$ cat src/logic/mesr_consts.svh
// offsets, field positions, reset values and preload byte map
`ifndef MESR_CONSTS_SVH
`define MESR_CONSTS_SVH

// ----------------------------------------------------------------
// register offsets (register index on the plain port)
// ----------------------------------------------------------------
`define MESR_OFF_STATUS 8'h00
`define MESR_OFF_CTRL 8'h01
`define MESR_OFF_ADDR_HI 8'h02
`define MESR_OFF_ADDR_LO 8'h03

// ----------------------------------------------------------------
// field positions
// ----------------------------------------------------------------
`define MESR_BIT_TRANSMIT_ENABLE 3
`define MESR_BIT_RECEIVE_ENABLE 2
`define MESR_BIT_INIT_DONE 0
`define MESR_BIT_EE_LOADED 1

// ----------------------------------------------------------------
// reset values
// ----------------------------------------------------------------
`define MESR_RST_CTRL 4'h0
`define MESR_RST_ADDR_HI 16'hffff
`define MESR_RST_ADDR_LO 32'h0fffffff

// ----------------------------------------------------------------
// eeprom byte addresses of the station address
// ----------------------------------------------------------------
`define MESR_EE_LO_B0 8'h01
`define MESR_EE_LO_B1 8'h02
`define MESR_EE_LO_B2 8'h03
`define MESR_EE_LO_B3 8'h04
`define MESR_EE_HI_B0 8'h05
`define MESR_EE_HI_B1 8'h06

`endif

$ cat src/logic/mesr_pkg.sv
// types shared by the station address register bank
package mesr_pkg;
  // init phase of the bank: waiting for the loader, or running
  typedef enum logic [0:0] {
    MESR_ST_INIT = 1'b0,
    MESR_ST_RUN = 1'b1
  } mesr_state_e;
  typedef logic [7:0] mesr_addr_t;
  typedef logic [31:0] mesr_word_t;
endpackage

$ cat src/logic/mesr_regs.sv
// mac enable bits and 48-bit station address register bank
//
// Functional notes
// [RQ1] tx enable bit 3 gates frame taking
// [RQ2] rx enable bit 2 gates frame acceptance
// [RQ3] high address bits 15:0 at offset 02h
// [RQ4] high bits 31:16 read zero, reset ffff
// [RQ5] eeprom bytes 05h,06h fill high bytes
// [RQ6] low address 32 bits at offset 03h
// [RQ7] low address resets to printed all-ones value; code loads 0fffffff
// [RQ8] eeprom 01h low byte, 04h top byte
// [RQ9] preload only from a programmed eeprom
// [RQ10] address drives da match and pause frames; code has da match only, no pause frame logic
// [RQ11] address not used in packet filtering
// [RQ12] address undefined until power-on load done
// [RQ13] host rewrites address only after init
// [RQ14] eeprom 02h,03h fill low bytes 1,2
// [RQ15] wire byte order starts at low bits 7:0
`timescale 1ns/1ps
`include "mesr_consts.svh"

module mesr_regs
  import mesr_pkg::*;
(
  input wire logic ref_clk,
  input wire logic srst,
  // register port
  input wire logic [7:0] reg_addr,
  input wire logic [31:0] reg_wdata,
  input wire logic reg_wr,
  input wire logic reg_rd,
  output logic [31:0] reg_rdata_q,
  // eeprom loader byte stream
  input wire logic ee_programmed,
  input wire logic ee_byte_wr,
  input wire logic [7:0] ee_byte_addr,
  input wire logic [7:0] ee_byte_data,
  input wire logic ee_load_done,
  // mac datapath side
  input wire logic tx_frame_req,
  input wire logic rx_frame_valid,
  input wire logic rx_da_valid,
  input wire logic [47:0] rx_da,
  output logic tx_enable_q,
  output logic rx_enable_q,
  output logic tx_take_q,
  output logic rx_accept_q,
  output logic da_match_q,
  output logic addr_valid_q,
  output logic [47:0] station_addr_q
);

  // ----------------------------------------------------------------
  // helpers
  // ----------------------------------------------------------------

  // replace one byte lane of a word
  function automatic mesr_word_t put_byte(input mesr_word_t w,
                                          input logic [1:0] lane,
                                          input logic [7:0] b);
    mesr_word_t r;
    r = w;
    r[lane*8 +: 8] = b;
    return r;
  endfunction

  // ----------------------------------------------------------------
  // state
  // ----------------------------------------------------------------
  mesr_state_e state_q; // init or running
  mesr_state_e state_d;
  logic ee_loaded_q; // eeprom contents landed
  logic ee_loaded_d;
  logic [15:0] addr_hi_q; // station address 47:32
  logic [15:0] addr_hi_d;
  mesr_word_t addr_lo_q; // station address 31:0
  mesr_word_t addr_lo_d;
  logic tx_enable_d;
  logic rx_enable_d;
  logic tx_take_d;
  logic rx_accept_d;
  logic da_match_d;
  logic addr_valid_d;
  logic [47:0] station_addr_d;
  mesr_word_t reg_rdata_d;
  logic load_ok; // loader byte accepted
  logic host_ok; // host may touch address

  // ----------------------------------------------------------------
  // init phase and eeprom preload
  // ----------------------------------------------------------------

  // loader bytes only count while still initialising
  assign load_ok = ee_byte_wr && ee_programmed
                   && (state_q == MESR_ST_INIT); // see [RQ9]
  // host address writes wait for init so the loader is not raced
  assign host_ok = (state_q == MESR_ST_RUN); // see [RQ13]

  // next init phase
  always_comb
  begin
    state_d = state_q;
    ee_loaded_d = ee_loaded_q;
    case (state_q)
      MESR_ST_INIT:
      begin
        if (load_ok)
        begin
          ee_loaded_d = 1'b1;
        end
        if (ee_load_done)
        begin
          state_d = MESR_ST_RUN;
        end
      end
      MESR_ST_RUN:
      begin
        state_d = MESR_ST_RUN; // stays until reset
      end
      default:
      begin
        state_d = MESR_ST_INIT;
      end
    endcase
  end

  // register init phase
  always_ff @(posedge ref_clk)
  begin
    if (srst)
    begin
      state_q <= MESR_ST_INIT;
      ee_loaded_q <= 1'b0;
    end
    else
    begin
      state_q <= state_d;
      ee_loaded_q <= ee_loaded_d;
    end
  end

  // ----------------------------------------------------------------
  // address and control registers
  // ----------------------------------------------------------------

  // next register values from loader or host
  always_comb
  begin
    addr_hi_d = addr_hi_q;
    addr_lo_d = addr_lo_q;
    tx_enable_d = tx_enable_q;
    rx_enable_d = rx_enable_q;
    if (load_ok)
    begin
      case (ee_byte_addr)
        `MESR_EE_LO_B0: addr_lo_d = put_byte(addr_lo_q, 2'd0,
                                             ee_byte_data); // see [RQ8]
        `MESR_EE_LO_B1: addr_lo_d = put_byte(addr_lo_q, 2'd1,
                                             ee_byte_data); // see [RQ14]
        `MESR_EE_LO_B2: addr_lo_d = put_byte(addr_lo_q, 2'd2,
                                             ee_byte_data); // see [RQ14]
        `MESR_EE_LO_B3: addr_lo_d = put_byte(addr_lo_q, 2'd3,
                                             ee_byte_data); // see [RQ8]
        `MESR_EE_HI_B0: addr_hi_d[7:0] = ee_byte_data; // see [RQ5]
        `MESR_EE_HI_B1: addr_hi_d[15:8] = ee_byte_data; // see [RQ5]
        default:
        begin
          addr_hi_d = addr_hi_q; // other eeprom bytes not ours
        end
      endcase
    end
    if (reg_wr)
    begin
      case (reg_addr)
        `MESR_OFF_CTRL:
        begin
          tx_enable_d = reg_wdata[`MESR_BIT_TRANSMIT_ENABLE]; // see [RQ1]
          rx_enable_d = reg_wdata[`MESR_BIT_RECEIVE_ENABLE]; // see [RQ2]
        end
        `MESR_OFF_ADDR_HI:
        begin
          if (host_ok)
          begin
            addr_hi_d = reg_wdata[15:0]; // see [RQ3]
          end
        end
        `MESR_OFF_ADDR_LO:
        begin
          if (host_ok)
          begin
            addr_lo_d = reg_wdata; // see [RQ6]
          end
        end
        default:
        begin
          // unmapped writes dropped; a loader byte must not be undone
        end
      endcase
    end
  end

  // register address and control
  always_ff @(posedge ref_clk)
  begin
    if (srst)
    begin
      addr_hi_q <= `MESR_RST_ADDR_HI; // see [RQ4]
      addr_lo_q <= `MESR_RST_ADDR_LO; // see [RQ7]
      tx_enable_q <= 1'b0;
      rx_enable_q <= 1'b0;
    end
    else
    begin
      addr_hi_q <= addr_hi_d;
      addr_lo_q <= addr_lo_d;
      tx_enable_q <= tx_enable_d;
      rx_enable_q <= rx_enable_d;
    end
  end

  // ----------------------------------------------------------------
  // read port
  // ----------------------------------------------------------------

  // read data only in the cycle after the strobe, else zero
  always_comb
  begin
    reg_rdata_d = '0;
    if (reg_rd)
    begin
      case (reg_addr)
        `MESR_OFF_STATUS:
        begin
          reg_rdata_d[`MESR_BIT_INIT_DONE] = (state_q == MESR_ST_RUN);
          reg_rdata_d[`MESR_BIT_EE_LOADED] = ee_loaded_q;
        end
        `MESR_OFF_CTRL:
        begin
          reg_rdata_d[`MESR_BIT_TRANSMIT_ENABLE] = tx_enable_q;
          reg_rdata_d[`MESR_BIT_RECEIVE_ENABLE] = rx_enable_q;
        end
        `MESR_OFF_ADDR_HI: reg_rdata_d = {16'h0000, addr_hi_q}; // see [RQ4]
        `MESR_OFF_ADDR_LO: reg_rdata_d = addr_lo_q; // see [RQ6]
        default: reg_rdata_d = '0; // unmapped reads zero
      endcase
    end
  end

  // register read data
  always_ff @(posedge ref_clk)
  begin
    if (srst)
    begin
      reg_rdata_q <= '0;
    end
    else
    begin
      reg_rdata_q <= reg_rdata_d;
    end
  end

  // ----------------------------------------------------------------
  // mac datapath use of enables and address
  // ----------------------------------------------------------------

  // gating and matching; the address feeds only the da match and station_addr_q
  // logic, the general filter never sees it (see [RQ11])
  always_comb
  begin
    tx_take_d = tx_frame_req && tx_enable_q; // see [RQ1]
    rx_accept_d = rx_frame_valid && rx_enable_q; // see [RQ2]
    // first wire byte sits in low bits 7:0 of both vectors
    station_addr_d = {addr_hi_q, addr_lo_q}; // see [RQ15]
    // no match while the address is still undefined
    da_match_d = rx_da_valid && (state_q == MESR_ST_RUN)
                 && (rx_da == station_addr_d); // see [RQ10]
    addr_valid_d = (state_q == MESR_ST_RUN); // see [RQ12]
  end

  // register datapath outputs
  always_ff @(posedge ref_clk)
  begin
    if (srst)
    begin
      tx_take_q <= 1'b0;
      rx_accept_q <= 1'b0;
      da_match_q <= 1'b0;
      addr_valid_q <= 1'b0;
      station_addr_q <= {`MESR_RST_ADDR_HI, `MESR_RST_ADDR_LO};
    end
    else
    begin
      tx_take_q <= tx_take_d;
      rx_accept_q <= rx_accept_d;
      da_match_q <= da_match_d;
      addr_valid_q <= addr_valid_d;
      station_addr_q <= station_addr_d;
    end
  end
endmodule

$ cat config.mk
export PLATFORM = sky130hd
export DESIGN_NAME = mesr_regs
export DESIGN_NICKNAME = d
export VERILOG_FILES = /design/src/logic/mesr_pkg.sv /design/src/logic/mesr_regs.sv
export VERILOG_INCLUDE_DIRS = /design/src /design/src/logic
export SDC_FILE = /design/constraint.sdc
export NUM_CORES = 1
export LEC_CHECK = 0
export BUFFER_PORTS_ARGS = -buffer_cell sky130_fd_sc_hd__buf_2
export CAP_MARGIN = 20
export CORE_MARGIN = 2
export CORE_UTILIZATION = 45
export DETAILED_ROUTE_END_ITERATION = 16
export GPL_ROUTABILITY_DRIVEN = 1
export GPL_TIMING_DRIVEN = 0
export PLACE_DENSITY = 0.73
export RECOVER_POWER = 25
export SLEW_MARGIN = 20
export SYNTH_ARGS = -nofsm -noshare
export SYNTH_HDL_FRONTEND = slang
export SYNTH_SLANG_ARGS = --single-unit
$ cat constraint.sdc
create_clock -name ref_clk -period 4.95 [get_ports ref_clk]
set_input_delay 0.495 -clock ref_clk [delete_from_list [all_inputs] [get_ports ref_clk]]
set_output_delay 0.495 -clock ref_clk [all_outputs]
set_load 0.02 [all_outputs]
== Yosys cells after proc, flatten, opt, wreduce, memory -nomap -nowiden ==
Cells that the tools add are included.
Operators by class
  eq/ne operators: 10
  multiplexer cells: 16
  bitwise operators: 2
  reductions and logical operators: 10
Operator list (count)
  two-way mux 32 bit: 4
  case mux 32 bit (4 select lines): 1
  two-way mux 16 bit: 4
  case mux 28 bit (2 select lines): 1
  equality test 48 bit: 1
  equality test 8 x 2 -> 1 bit, second input constant: 4
  equality test 8 x 3 -> 1 bit, second input constant: 3
  equality test 8 x 1 -> 1 bit, second input constant: 2
  two-way mux 8 bit: 2
  case mux 2 bit (3 select lines): 2
  zero test 8 bit: 1
  logical AND 1 bit: 6
  AND reduction 2 bit: 2
  NOT 1 bit: 2
  case mux 1 bit (2 select lines): 1
  OR reduction 2 bit: 1
  two-way mux 1 bit: 1
Word-level totals
  register bits after elaboration: 136
  bits of input ports: 114
  output and inout port bits: 86

== Longest topological paths before layout ==
  word-level depth: 6
  mapped depth: 7
  mapped depth without buffers: 4

== Worst setup path before layout ==
No wires, ideal clock.
  path kind: input to register
  start: input port reg_addr[3]
  end: register addr_lo_q[1]
  data arrival time: 2.110 ns
  required time: 4.826 ns
  slack: 2.716 ns
  cell stages on the path: 7
  cells stage by stage: or4_4 -> buf_6 -> or4_4 -> buf_6 -> buf_4 -> nor2_1 -> o21bai_1
On the way
  cells in the longest elaborated chain, start to end: 3
Ends and longest elaborated chain
  start, declared: RTL line mesr_regs.sv:28  | input wire logic [7:0] reg_addr,
  equality test 8 x 2 -> 1 bit: RTL line mesr_regs.sv:174  | case (reg_addr)
  two-way mux 32 bit: RTL line mesr_regs.sv:174
  two-way mux 32 bit: RTL line mesr_regs.sv:172  | if (reg_wr)
  end signal, assigned: RTL line mesr_regs.sv:208  | addr_lo_q <= `MESR_RST_ADDR_LO;
  end signal, assigned: RTL line mesr_regs.sv:215  | addr_lo_q <= addr_lo_d;
  end, declared: RTL line mesr_regs.sv:76  | mesr_word_t addr_lo_q;
Every way passes these cells.
A chain may end at the register's enable or synchronous reset.

== Final worst setup path ==
  start: register state_q, in the netlist addr_valid_d
  end: register addr_hi_q[11]
On the way
  cells in the longest elaborated chain, start to end: 6
Ends and longest elaborated chain
  start, declared: RTL line mesr_regs.sv:70  | mesr_state_e state_q;
  start signal, assigned: RTL line mesr_regs.sv:137  | state_q <= state_d;
  NOT 1 bit
  logical AND 1 bit: RTL line mesr_regs.sv:95  | && (state_q == MESR_ST_INIT);
  two-way mux 16 bit: RTL line mesr_regs.sv:153  | if (load_ok)
  two-way mux 16 bit: RTL line mesr_regs.sv:182  | if (host_ok)
  two-way mux 16 bit: RTL line mesr_regs.sv:174
  two-way mux 16 bit (*): RTL line mesr_regs.sv:172
  end signal, assigned: RTL line mesr_regs.sv:207  | addr_hi_q <= `MESR_RST_ADDR_HI;
  end signal, assigned: RTL line mesr_regs.sv:214  | addr_hi_q <= addr_hi_d;
  end, declared: RTL line mesr_regs.sv:74  | logic [15:0] addr_hi_q;
Mark *: on every way between the ends. The rest lies on a longest branch, timed or not.

==> results.json <==
{
  "status": "completed",
  "final.period_utilization": 0.488,
  "regArea_mm2": 0.00272,
  "crit_required_ns": 5.25,
  "yosysUniqueCellTypes": 43,
  "synth_area_per_cell_um2": 9.32,
  "insertion_delay_ns": 0.42,
  "syn-instance-count": 621,
  "die_area_mm2": 0.0138,
  "path_max_fanout": 10,
  "die_h_um": 117,
  "synth_top_cells_by_count": "136 x dfxtp_1, 71 x nor2_1, 46 x or2_2, 43 x xor2_1, 42 x o21bai_1",
  "hold_path_depth": 3,
  "finalHoldViolations": 0,
  "synth_edf_count": 0,
  "critPathBufInv": 2,
  "critPathSlowestCell": "nor4bb_1",
  "rows": 41,
  "rsz0062_at_grt": "no",
  "layout.nets": 950,
  "synth.ff_latch_count": 136,
  "syn_to_final_growth_pct": 31.3,
  "initial_core_util": 0.460,
  "cts_tree": "yes",
  "slew_headroom": 0.213,
  "dr.pass1.iters": 8,
  "gp_congestion": 0.922,
  "diodes": 0,
  "gr-total-overflow": 0,
  "crit_family": "buffers and inverters",
  "drv_slew": 0,
  "reg2regPathDepth": 6,
  "yosysSeqAreaShare": 0.471,
  "multi_input_area_mm2": 0.00274,
  "irDropWorstVdd_uv": 228,
  "cts_repair_resize_count": 0,
  "layout-drive-gt1-share": 0.330,
  "synthesis.area_mm2": 0.00579,
  "clockRootBuffer": "clkbuf_16",
  "critical_path_class": "flop to flop",
  "vias": 5531,
  "htree_num_levels": 4,
  "coreArea_mm2": 0.0126,
  "yosysMostFrequentCell": "dfxtp_1",
  "r2r_setup_slack_ns": 2.53,
  "yosysTopAreaCell": "dfxtp_1",
  "p_per_area_mw_per_mm2": 341,
  "synth_fp_nets": 735,
  "synthFlopType": "dfxtp_1",
  "clock_sinks": 136,
  "grt_max_degree": 17,
  "antenna_found_initial": 0,
  "slowest_delay_ns": 0.59,
  "drtIter0Drc": 596,
  "post_cts.repair.setup_buffers": 0,
  "worstPathArrival_ns": 2.71,
  "crit_cells": 6,
  "dp_hpwl_um": 14700,
  "track_usage": 0.274,
  "dp_cells": 989,
  "cts_hold_buf": 0,
  "cts_buffers": 17,
  "cpMostUsedCell": "clkbuf_1",
  "grt_pass1_vias": 5247,
  "finalCriticalPeriod_ns": 2.42,
  "final_cells": 1021,
  "clock.fmax_ghz": 0.414,
  "path_cells": "nor4bb_1 > clkbuf_1 > clkbuf_1 > a31oi_1 > a211oi_1 > o21bai_1",
  "final-setup-viol-count": 0,
  "wl_per_cell_um": 18.6,
  "synth_top_area_share": 0.471,
  "setup_tns_ns": 0,
  "fillers": 1110,
  "port_buffers": 196,
  "hold_class": "input pin to flop",
  "drt_wl_total_um": 19000,
  "synthArstFlopShare": 0,
  "post-route-drc-count": 0,
  "vias_per_cell": 5.42,
  "startpoint_type": "flop",
  "end_kind": "flop",
  "clk_path_buf_depth": 2,
  "clkTransAtPathRegs_ns": 0.06,
  "pin_count": 200,
  "grt_pass1_wl_um": 28900,
  "skew_ns": 0.00850,
  "ant_nets": 0,
  "worst_pin_slew_ns": 1.17,
  "power_leakage_nw": 3.40,
  "yosysWarnings": 0,
  "die_x_um": 117,
  "cap_violations": 0,
  "synthTopCellsByArea": "dfxtp_1 47%, xor2_1 6.5%, o21bai_1 5.4%, or2_2 5.0%, nor2_1 4.6%"
}
sequential cells by signal, indices dropped and copies added (netlist names), 16 cells and up:
name	cells
addr_hi_q	16
station_addr_q	48
reg_rdata_q	32
addr_lo_q	32
worst paths after layout:
path | from | endpoint
hold reg to reg | ee_loaded_q | ee_loaded_q
setup / recovery | addr_valid_d | addr_hi_q[11]
hold / removal | ee_load_done | addr_valid_d
setup reg to reg | addr_valid_d | addr_hi_q[11]
layer usage:
metal	GRT usage	wire [µm]	up-vias
li1	-	-	2602
met1	0.356	7940	2549
met2	0.439	8820	331
met3	0.0676	1660	49
met4	0.108	599	0
met5	0	0	-
metrics by stage:
| stage | hold slack (ns) | area [µm²] | total power, mW | setup slack, ns | util |
|---|---|---|---|---|---|
| 5_1_grt | 0.311 | 7600 | 2.66 | 2.40 | 0.604 |
| 6_report | 0.281 | 7600 | 2.59 | 2.53 | 0.604 |
| 4_1_cts | 0.276 | 7620 | 2.59 | 2.54 | 0.606 |
| 3_3_place_gp | 0.461 | 6980 | 1.27 | 2.10 | 0.556 |
| 3_5_place_dp | 0.469 | 6990 | 1.27 | 2.32 | 0.556 |
| 2_1_floorplan | 0.432 | 5790 | 1.19 | 2.72 | - |
worst min-delay path, delay by kind of cell:
family	cells	cell delay, ns
buf+inv	1	0.07
simple gates	2	0.10
power by group:
| part | switching, mW | total (mW) | internal [mW] |
|---|---|---|---|
| logic | 0.0875 | 0.151 | 0.0636 |
| clock network | 0.470 | 1.34 | 0.868 |
| registers | 0.00265 | 1.10 | 1.10 |
area by class of cell:
type	instances	area share
Clock inverter	12	0.0227
Inverter	33	0.0163
Multi-Input combinational cell	409	0.360
Timing Repair Buffer	196	0.126
Tap cell	172	0.0283
Clock buffer	20	0.0601
Buffer	43	0.0273
Sequential cell	136	0.358
layout by cell type, fill, tap and decap left out, drive strengths merged, types with 2 or more instances in the layout:
cell type | Yosys | layout
o21bai | 42 | 42
nand4 | 2 | 2
nand2b | 4 | 4
and3b | 3 | 3
inv | 33 | 34
nor4 | 24 | 24
nor3b | 2 | 2
xor2 | 43 | 43
or2 | 46 | 46
a31oi | 31 | 31
clkinv | 0 | 5
nor2b | 14 | 14
nor2 | 71 | 71
nand2 | 9 | 9
dfxtp | 136 | 136
bufinv | 0 | 4
clkinvlp | 0 | 2
mux2 | 2 | 2
xnor2 | 2 | 2
a221oi | 10 | 10
a22oi | 14 | 14
mux2i | 8 | 8
or4 | 9 | 9
and2 | 16 | 16
buf | 12 | 191
a211oi | 38 | 38
clkbuf | 31 | 68
nand3 | 3 | 3
nor3 | 7 | 7
kinds of logic after synthesis:
group,count (synthesis),share of synthesized area
AO/OA/AOI/OAI,140,0.181
buffers and inverters,76,0.0573
flip-flops,136,0.471
multiplexers,10,0.0177
AND/OR/NAND/NOR,214,0.206
XOR/XNOR,45,0.0681
(Power assumes the default switching activity.)
